**config.mk**
```make
export PLATFORM = sky130hd
export DESIGN_NAME = bcida_core
export DESIGN_NICKNAME = d
export VERILOG_FILES = /design/src/logic/bcida_pkg.sv /design/src/logic/bcida_dec_adj.sv /design/src/logic/bcida_core.sv
export SDC_FILE = /design/constraint.sdc
export NUM_CORES = 1
export LEC_CHECK = 0
export ABC_AREA = 1
export BUFFER_PORTS_ARGS = -buffer_cell sky130_fd_sc_hd__buf_2
export CORE_ASPECT_RATIO = 0.9
export CORE_UTILIZATION = 54
export DETAILED_ROUTE_END_ITERATION = 12
export GPL_ROUTABILITY_DRIVEN = 0
export GPL_TIMING_DRIVEN = 0
export HOLD_SLACK_MARGIN = 0.06
export PLACE_DENSITY_LB_ADDON = 0.3
export SLEW_MARGIN = 15
export SYNTH_ARGS = -nofsm -noshare
export SYNTH_HDL_FRONTEND = slang
export SYNTH_SLANG_ARGS = --single-unit
```
**constraint.sdc**
```tcl
create_clock -name clk -period 4.4 [get_ports clk]
set_input_delay 0.22 -clock clk [delete_from_list [all_inputs] [get_ports clk]]
set_output_delay 0.22 -clock clk [all_outputs]
set_load 0.1 [all_outputs]
```
**src/logic/bcida_pkg.sv**
```systemverilog
// Package for the bit clear, invert and decimal adjust datapath.
// Assumes a single core clock and a synchronous active-high reset.
package bcida_pkg;

    // Operation codes presented by the core's instruction decode
    typedef enum logic [2:0] {
        BCIDA_OP_NONE      = 3'h0,   // No operation this cycle
        BCIDA_OP_BIT_CLEAR = 3'h1,   // Clear one bit of a memory byte
        BCIDA_OP_WD_RESTART = 3'h2,  // Op watchdog_restart_op
        BCIDA_OP_INVERT    = 3'h3,   // Op bitwise_invert_op, in place
        BCIDA_OP_INV_WORK  = 3'h4,   // Op invert_into_working_op
        BCIDA_OP_DEC_ADJ   = 3'h5    // Op decimal_adjust_op
    } bcida_op_e;

    localparam int unsigned BCIDA_DATA_W   = 8;       // Byte width
    localparam int unsigned BCIDA_BIT_SEL_W = 3;      // Bit index width
    localparam int unsigned BCIDA_WD_W     = 8;       // Watchdog width

    // Decimal adjust constants
    localparam logic [3:0] BCIDA_NIBBLE_MAX = 4'h9;   // Largest BCD digit
    localparam logic [7:0] BCIDA_ADJ_NONE   = 8'h00;  // No correction
    localparam logic [7:0] BCIDA_ADJ_LOW    = 8'h06;  // Low digit fix
    localparam logic [7:0] BCIDA_ADJ_HIGH   = 8'h60;  // High digit fix
    localparam logic [7:0] BCIDA_ADJ_BOTH   = 8'h66;  // Both digits fix

    // Reset values
    localparam logic [7:0] BCIDA_BYTE_RST  = 8'h00;   // Data reset value
    localparam logic       BCIDA_FLAG_RST  = 1'b0;    // Flag reset value
    localparam logic       BCIDA_BIT_ZERO  = 1'b0;    // Cleared bit value

endpackage

```
**src/logic/bcida_dec_adj.sv**
```systemverilog
// Combinational decimal adjust unit for the working register.
// Assumes the flags reflect the last BCD addition made by the core.
`timescale 1ns/100ps
module bcida_dec_adj (
    input  wire logic [7:0] operand,     // Working register value
    input  wire logic       carry_in,    // Carry flag before adjust
    input  wire logic       half_in,     // Half-carry flag before adjust
    output logic      [7:0] adjust,      // Chosen correction constant
    output logic      [7:0] result,      // Adjusted BCD byte
    output logic            carry_out    // Carry flag after adjust
);
    import bcida_pkg::*;

    logic       fix_low;                 // Low digit needs +6
    logic       fix_high;                // High digit needs +6
    logic [8:0] sum;                     // Sum with overflow bit

    // Pick one of four constants; one add keeps the path short
    always_comb begin
        fix_low  = (operand[3:0] > BCIDA_NIBBLE_MAX) || half_in;
        fix_high = (operand[7:4] > BCIDA_NIBBLE_MAX) || carry_in;
        case ({fix_high, fix_low})
            2'h1:    adjust = BCIDA_ADJ_LOW;
            2'h2:    adjust = BCIDA_ADJ_HIGH;
            2'h3:    adjust = BCIDA_ADJ_BOTH;
            default: adjust = BCIDA_ADJ_NONE;
        endcase
        sum       = {1'b0, operand} + {1'b0, adjust};
        result    = sum[7:0];
        // Overflow marks a sum of 100 or more; never clears the carry
        carry_out = carry_in | sum[8];
    end

endmodule

```
**src/logic/bcida_core.sv**
```systemverilog
// Datapath for bit clear, watchdog restart, invert and decimal adjust.
// Assumes the core presents one operation a cycle with the addressed
// memory byte already read, and writes back on mem_we a cycle later.
//
// Behaviour
// - Bit clear zeroes one bit, flags untouched
// - Watchdog restart clears counter, expiry, power-down (a same-cycle sleep event keeps power-down set)
// - In-place invert complements byte, updates zero
// - Invert into working register, memory kept
// - Low digit above 9 or half-carry: +6
// - High digit above 9 or carry: +6
// - One add of 00/06/60/66; only carry changes
// - Adjust reads working register, writes memory
`timescale 1ns/100ps
module bcida_core #(
    parameter int unsigned WD_W = bcida_pkg::BCIDA_WD_W  // Watchdog width
) (
    input  wire logic                clk,          // Core clock, 40 MHz
    input  wire logic                sys_rst,      // Sync reset, high
    input  wire bcida_pkg::bcida_op_e op_code,     // Operation to run
    input  wire logic [2:0]          bit_sel,      // Bit index for clear
    input  wire logic [7:0]          mem_rdata,    // Addressed byte
    input  wire logic                acc_load,     // Core loads working
    input  wire logic [7:0]          acc_in,       // Working load value
    input  wire logic                flag_load,    // Core loads flags
    input  wire logic                carry_in,     // Carry load value
    input  wire logic                half_in,      // Half-carry load value
    input  wire logic                zero_in,      // Zero load value
    input  wire logic                wd_tick,      // Watchdog count enable
    input  wire logic                sleep_entry,  // Power-down event
    output logic                     mem_we,       // Memory write strobe
    output logic [7:0]               mem_wdata,    // Memory write data
    output logic                     op_done,      // Operation finished
    output logic [7:0]               working_register, // Accumulator
    output logic                     carry_flag,   // Carry flag
    output logic                     half_carry_flag, // Half-carry flag
    output logic                     zero_flag,    // Zero flag
    output logic                     expiry_flag,  // Watchdog expired
    output logic                     power_down_flag, // Power-down seen
    output logic [WD_W-1:0]          watchdog_counter // Watchdog count
);
    import bcida_pkg::*;

    // Every piece of state lives in one record
    typedef struct packed {
        logic            we;       // Write strobe
        logic [7:0]      wdata;    // Write data
        logic            done;     // Done pulse
        logic [7:0]      acc;      // Working register
        logic            carry;    // Carry flag
        logic            half;     // Half-carry flag
        logic            zero;     // Zero flag
        logic            expiry;   // Expiry flag
        logic            pdown;    // Power-down flag
        logic [WD_W-1:0] wd;       // Watchdog counter
    } bcida_state_s;

    bcida_state_s state;           // Registered state
    bcida_state_s next_state;      // Next state

    logic [7:0] adj_const;         // Chosen correction
    logic [7:0] adj_result;        // Adjusted byte
    logic       adj_carry;         // Carry after adjust
    logic [7:0] inv_byte;          // Complemented memory byte
    logic [7:0] clr_byte;          // Byte with one bit cleared

    // Mask with a single set bit; used only by the checks
    function automatic logic [7:0] bit_mask(input logic [2:0] idx);
        logic [7:0] m;
        m      = BCIDA_BYTE_RST;
        m[idx] = 1'b1;
        return m;
    endfunction

    // Decimal adjust works on the current working register
    bcida_dec_adj u_dec_adj (
        .operand   (state.acc),
        .carry_in  (state.carry),
        .half_in   (state.half),
        .adjust    (adj_const),
        .result    (adj_result),
        .carry_out (adj_carry)
    );

    // Next-state logic for all operations
    always_comb begin
        next_state       = state;
        next_state.we    = 1'b0;
        next_state.done  = 1'b0;
        inv_byte         = ~mem_rdata;
        clr_byte         = mem_rdata;
        clr_byte[bit_sel] = BCIDA_BIT_ZERO;
        // Core loads; an operation writing the same field in the same cycle overrides it
        if (acc_load) begin
            next_state.acc = acc_in;
        end
        if (flag_load) begin
            next_state.carry = carry_in;
            next_state.half  = half_in;
            next_state.zero  = zero_in;
        end
        // Watchdog counts on wd_tick; wrap raises expiry
        if (wd_tick) begin
            next_state.wd = state.wd + 1'b1;
            if (&state.wd) begin
                next_state.expiry = 1'b1;
            end
        end
        case (op_code)
            BCIDA_OP_BIT_CLEAR: begin
                next_state.we    = 1'b1;
                next_state.wdata = clr_byte;
                next_state.done  = 1'b1;
            end
            BCIDA_OP_WD_RESTART: begin
                next_state.wd     = '0;
                next_state.expiry = BCIDA_FLAG_RST;
                next_state.pdown  = BCIDA_FLAG_RST;
                next_state.done   = 1'b1;
            end
            BCIDA_OP_INVERT: begin
                next_state.we    = 1'b1;
                next_state.wdata = inv_byte;
                next_state.zero  = (inv_byte == BCIDA_BYTE_RST);
                next_state.done  = 1'b1;
            end
            BCIDA_OP_INV_WORK: begin
                next_state.acc  = inv_byte;
                next_state.zero = (inv_byte == BCIDA_BYTE_RST);
                next_state.done = 1'b1;
            end
            BCIDA_OP_DEC_ADJ: begin
                // Result goes to memory; working register untouched
                next_state.we    = 1'b1;
                next_state.wdata = adj_result;
                next_state.carry = adj_carry;
                next_state.half  = state.half;
                next_state.zero  = state.zero;
                next_state.acc   = state.acc;
                next_state.done  = 1'b1;
            end
            default: begin
                // No operation
            end
        endcase
        // A power-down event wins over a restart in the same cycle
        if (sleep_entry) begin
            next_state.pdown = 1'b1;
        end
    end

    // State register with synchronous reset
    always_ff @(posedge clk) begin
        if (sys_rst) begin
            state <= '0;
        end else begin
            state <= next_state;
        end
    end

    // Outputs straight from flip-flops
    assign mem_we           = state.we;
    assign mem_wdata        = state.wdata;
    assign op_done          = state.done;
    assign working_register = state.acc;
    assign carry_flag       = state.carry;
    assign half_carry_flag  = state.half;
    assign zero_flag        = state.zero;
    assign expiry_flag      = state.expiry;
    assign power_down_flag  = state.pdown;
    assign watchdog_counter = state.wd;

    // Helper signals so checks sample plain signals only
    logic       is_clr;            // Bit clear this cycle
    logic       is_rst;            // Restart without sleep event
    logic       is_inv;            // In-place invert
    logic       is_invw;           // Invert into working register
    logic       is_adj;            // Decimal adjust
    logic [7:0] chk_clr;           // Expected cleared byte
    logic       chk_lowfix;        // Low digit correction needed
    logic [3:0] chk_lowsum;        // Expected low digit
    logic [8:0] chk_sum;           // Expected full sum
    logic       quiet_core;        // No core loads this cycle

    always_comb begin
        is_clr     = (op_code == BCIDA_OP_BIT_CLEAR);
        is_rst     = (op_code == BCIDA_OP_WD_RESTART) && !sleep_entry;
        is_inv     = (op_code == BCIDA_OP_INVERT);
        is_invw    = (op_code == BCIDA_OP_INV_WORK);
        is_adj     = (op_code == BCIDA_OP_DEC_ADJ);
        chk_clr    = mem_rdata & ~bit_mask(bit_sel);
        chk_lowfix = (state.acc[3:0] > BCIDA_NIBBLE_MAX) || state.half;
        chk_lowsum = state.acc[3:0]
                   + (chk_lowfix ? BCIDA_ADJ_LOW[3:0] : BCIDA_ADJ_NONE[3:0]);
        chk_sum    = {1'b0, state.acc} + {1'b0, adj_const};
        quiet_core = !acc_load && !flag_load;
    end
endmodule

```
==> flow_metrics.env <==
export IMPL_grt_pass1_vias=1833
export IMPL_initial_utilization=0.585
export IMPL_syn2layout_area_growth_pct=24.5
export IMPL_path_max_fanout=8
export IMPL_cts_setup_buffers=0
export IMPL_slew_headroom=0.675
export IMPL_setup_worst_path_start_class="flip-flop"
export IMPL_ys_ff_latch=31
export IMPL_antenna_left=0
export IMPL_tns_ns=0
export IMPL_hold_path_class="in -> reg"
export IMPL_core_mm2=0.00316
export IMPL_grt_pass1_wl_mm=8.44
export IMPL_criticalPathCategory="reg -> reg"
export IMPL_grt_max_degree=11
export IMPL_finalCriticalPeriod_ns=2.19
export IMPL_vias_per_cell=5.45
export IMPL_dpl_cell_area_mm2=0.00220
export IMPL_vias=2053
export IMPL_post_drt_wl_per_cell_um=13.2
export IMPL_cap_violations=0
export IMPL_finalNonFillerCells=377
export IMPL_num_io_pins=62
export IMPL_place_inst=369
export IMPL_yosysWarnings=0
export IMPL_firstDrtPassIters=5
export IMPL_design_area_mm2=0.00230
export IMPL_rsz0062_at_grt="false"
export IMPL_fp_dieW_um=63.7
export IMPL_die_area_mm2=0.00366
export IMPL_insertedDiodeCount=0
export IMPL_worst_slew_pin_slew_ns=0.491
export IMPL_insertion_delay_ns=0.29
export IMPL_seq_area_frac_synth=0.336
export IMPL_ys_types=30
export IMPL_clkSinkCount=31
export IMPL_synth_top_area_frac=0.336
export IMPL_grtUsageTotal=0.305
export IMPL_die_y_um=57.5
export IMPL_finalMaxSlewViolations=0
export IMPL_syn_inst=267
export IMPL_max_freq_ghz=0.456
export IMPL_drt_iter0_markers=169
export IMPL_synth_area_top_cells="dfxtp_1 34%, nand3_1 8.4%, nand2_1 8.3%"
export IMPL_final_hold_viol_count=0
export IMPL_cts_tree="yes"
export IMPL_clockRootBuffer="clkbuf_8"
export IMPL_synth_async_reset_ratio=0
export IMPL_outcome="completed"
export IMPL_ir_drop_v=0.000246
export IMPL_fin_total_pwr_mw=0.830
export IMPL_clock_path_buffers=2
export IMPL_ys_flop_type="dfxtp_1"
export IMPL_cp_data_arrival_time_ns=2.39
export IMPL_cts_clk_slew_worst_paths_ns=0.06
export IMPL_numCtsBuffers=5
export IMPL_nFillCells=289
export IMPL_cp_end_kind="flip-flop"
export IMPL_critPathRequiredTime_ns=4.59
export IMPL_skew_ns=0.00252
export IMPL_htreeDepth=2
export IMPL_port_buffers=60
export IMPL_nets=371
export IMPL_period_share=0.499
export IMPL_powerDensity_mw_per_mm2=361
export IMPL_hpwl_mm=3.79
export IMPL_synth_area_mm2=0.00185
export IMPL_synth_edf_count=0
export IMPL_syn_nets=304
export IMPL_antenna_found_initial=0
export IMPL_wl_mm=4.99
export IMPL_layout_drive_gt1_share=0.310
export IMPL_setup_viol=0
export IMPL_cts_resized=0
export IMPL_yosys_area_top_type="dfxtp_1"
export IMPL_hold_buffers=0
export IMPL_grt_overflow_total=0
export IMPL_avgSynthCellArea_um2=6.93
export IMPL_leakage_nw=1.13
export IMPL_drcViolationCount=0
export IMPL_placementRows=19
==> cells in the mapped netlist (2+ instances only) <==
| cell type | count |
|---|---|
| nand2_2 | 5 |
| nand4_1 | 2 |
| nor2_1 | 21 |
| ha_1 | 5 |
| inv_2 | 7 |
| o21ai_1 | 16 |
| nand3_1 | 31 |
| nor2_4 | 2 |
| o21ai_2 | 4 |
| nand2_1 | 41 |
| nor3_1 | 5 |
| o21ai_0 | 17 |
| nor2_2 | 4 |
| a21oi_1 | 22 |
| dfxtp_1 | 31 |
| a31oi_1 | 4 |
| inv_1 | 30 |
| buf_6 | 2 |
| buf_2 | 2 |
| nand2_4 | 4 |
| a21oi_2 | 2 |
| nand3_2 | 2 |
==> power breakdown <==
part	leakage, nW	total (mW)	switching [mW]	internal [mW]
Clock	0.0515	0.248	0.106	0.143
Combinational	0.822	0.269	0.211	0.0578
Sequential	0.255	0.313	0.0146	0.299
==> layout make-up <==
class | count | area, um^2 | share of cell area
multi-input cells | 194 | 1050 | 0.457
flip-flops and latches | 31 | 621 | 0.270
repair buffers | 60 | 300 | 0.130
inverters | 38 | 144 | 0.0625
clock buffers | 8 | 100 | 0.0435
well taps | 42 | 52.6 | 0.0228
plain buffers | 4 | 32.5 | 0.0141
==> worst paths after layout <==
| path | from | slack (ns) | to | cells after the start |
|---|---|---|---|---|
| max | working_register[3] | 2.21 | mem_wdata[7] | 15 |
| max reg2reg | working_register[3] | 2.21 | mem_wdata[7] | 15 |
| min reg2reg | expiry_flag | 0.45 | expiry_flag | 2 |
| min | sleep_entry | 0.14 | power_down_flag | 3 |
==> cell usage in the layout, fill, tap and decap left out <==
cell	n
buf_6	2
fa_1	1
nand2_4	4
nand2_1	41
nor2_4	2
nand2_2	5
o21ai_2	4
inv_2	7
a21oi_2	2
clkbuf_8	7
o21ai_1	16
o211ai_1	1
dfxtp_1	31
nor3b_2	1
clkinv_2	1
nand3_2	2
nor2_2	4
or2_0	1
nand3_1	31
buf_2	62
nor3b_1	1
o21ai_0	17
a21oi_1	22
inv_1	30
a31oi_1	4
clkbuf_1	1
nor2_1	21
o21a_1	1
or2_2	1
nand4_1	2
nor3_1	5
ha_1	5
==> metal layers <==
metal	vias up	wire, um	track usage
li1	1027	-	-
met1	904	2220	0.426
met2	106	2200	0.454
met3	16	450	0.0680
met4	0	125	0.127
met5	-	0	0
==> stage by stage <==
stage | utilization | hold slack [ns] | setup slack [ns]
detailed placement | 0.696 | 0.440 | 2.26
global placement | 0.696 | 0.438 | 2.34
global route | 0.728 | 0.142 | 2.02
finish | 0.728 | 0.141 | 2.21
floorplan | - | 0.337 | 1.66
CTS | 0.728 | 0.145 | 2.25
==> kinds of logic (layout without fill, tap and decap cells) <==
logic type | count (synthesis) | count (layout) | synth area share
buffers and inverters | 42 | 110 | 0.0954
adders and majority gates | 6 | 6 | 0.0447
and+or+nand+nor | 121 | 121 | 0.325
DFF | 31 | 31 | 0.336
AOI/OAI and AO/OA | 67 | 67 | 0.199
==> worst max-delay path, stage by stage (launching register included) <==
cell and delay, ns:
dfxtp_1 0.46, o21ai_0 0.13, inv_1 0.07, nor2_1 0.06
inv_1 0.09, ha_1 0.19, inv_1 0.07, fa_1 0.35
inv_1 0.08, nand2_1 0.11, nor2_1 0.16, nand2_1 0.09
nand3_2 0.07, nand3_1 0.07, nand2_1 0.06, inv_1 0.03
No activity file was read; power rests on OpenSTA's default activity.
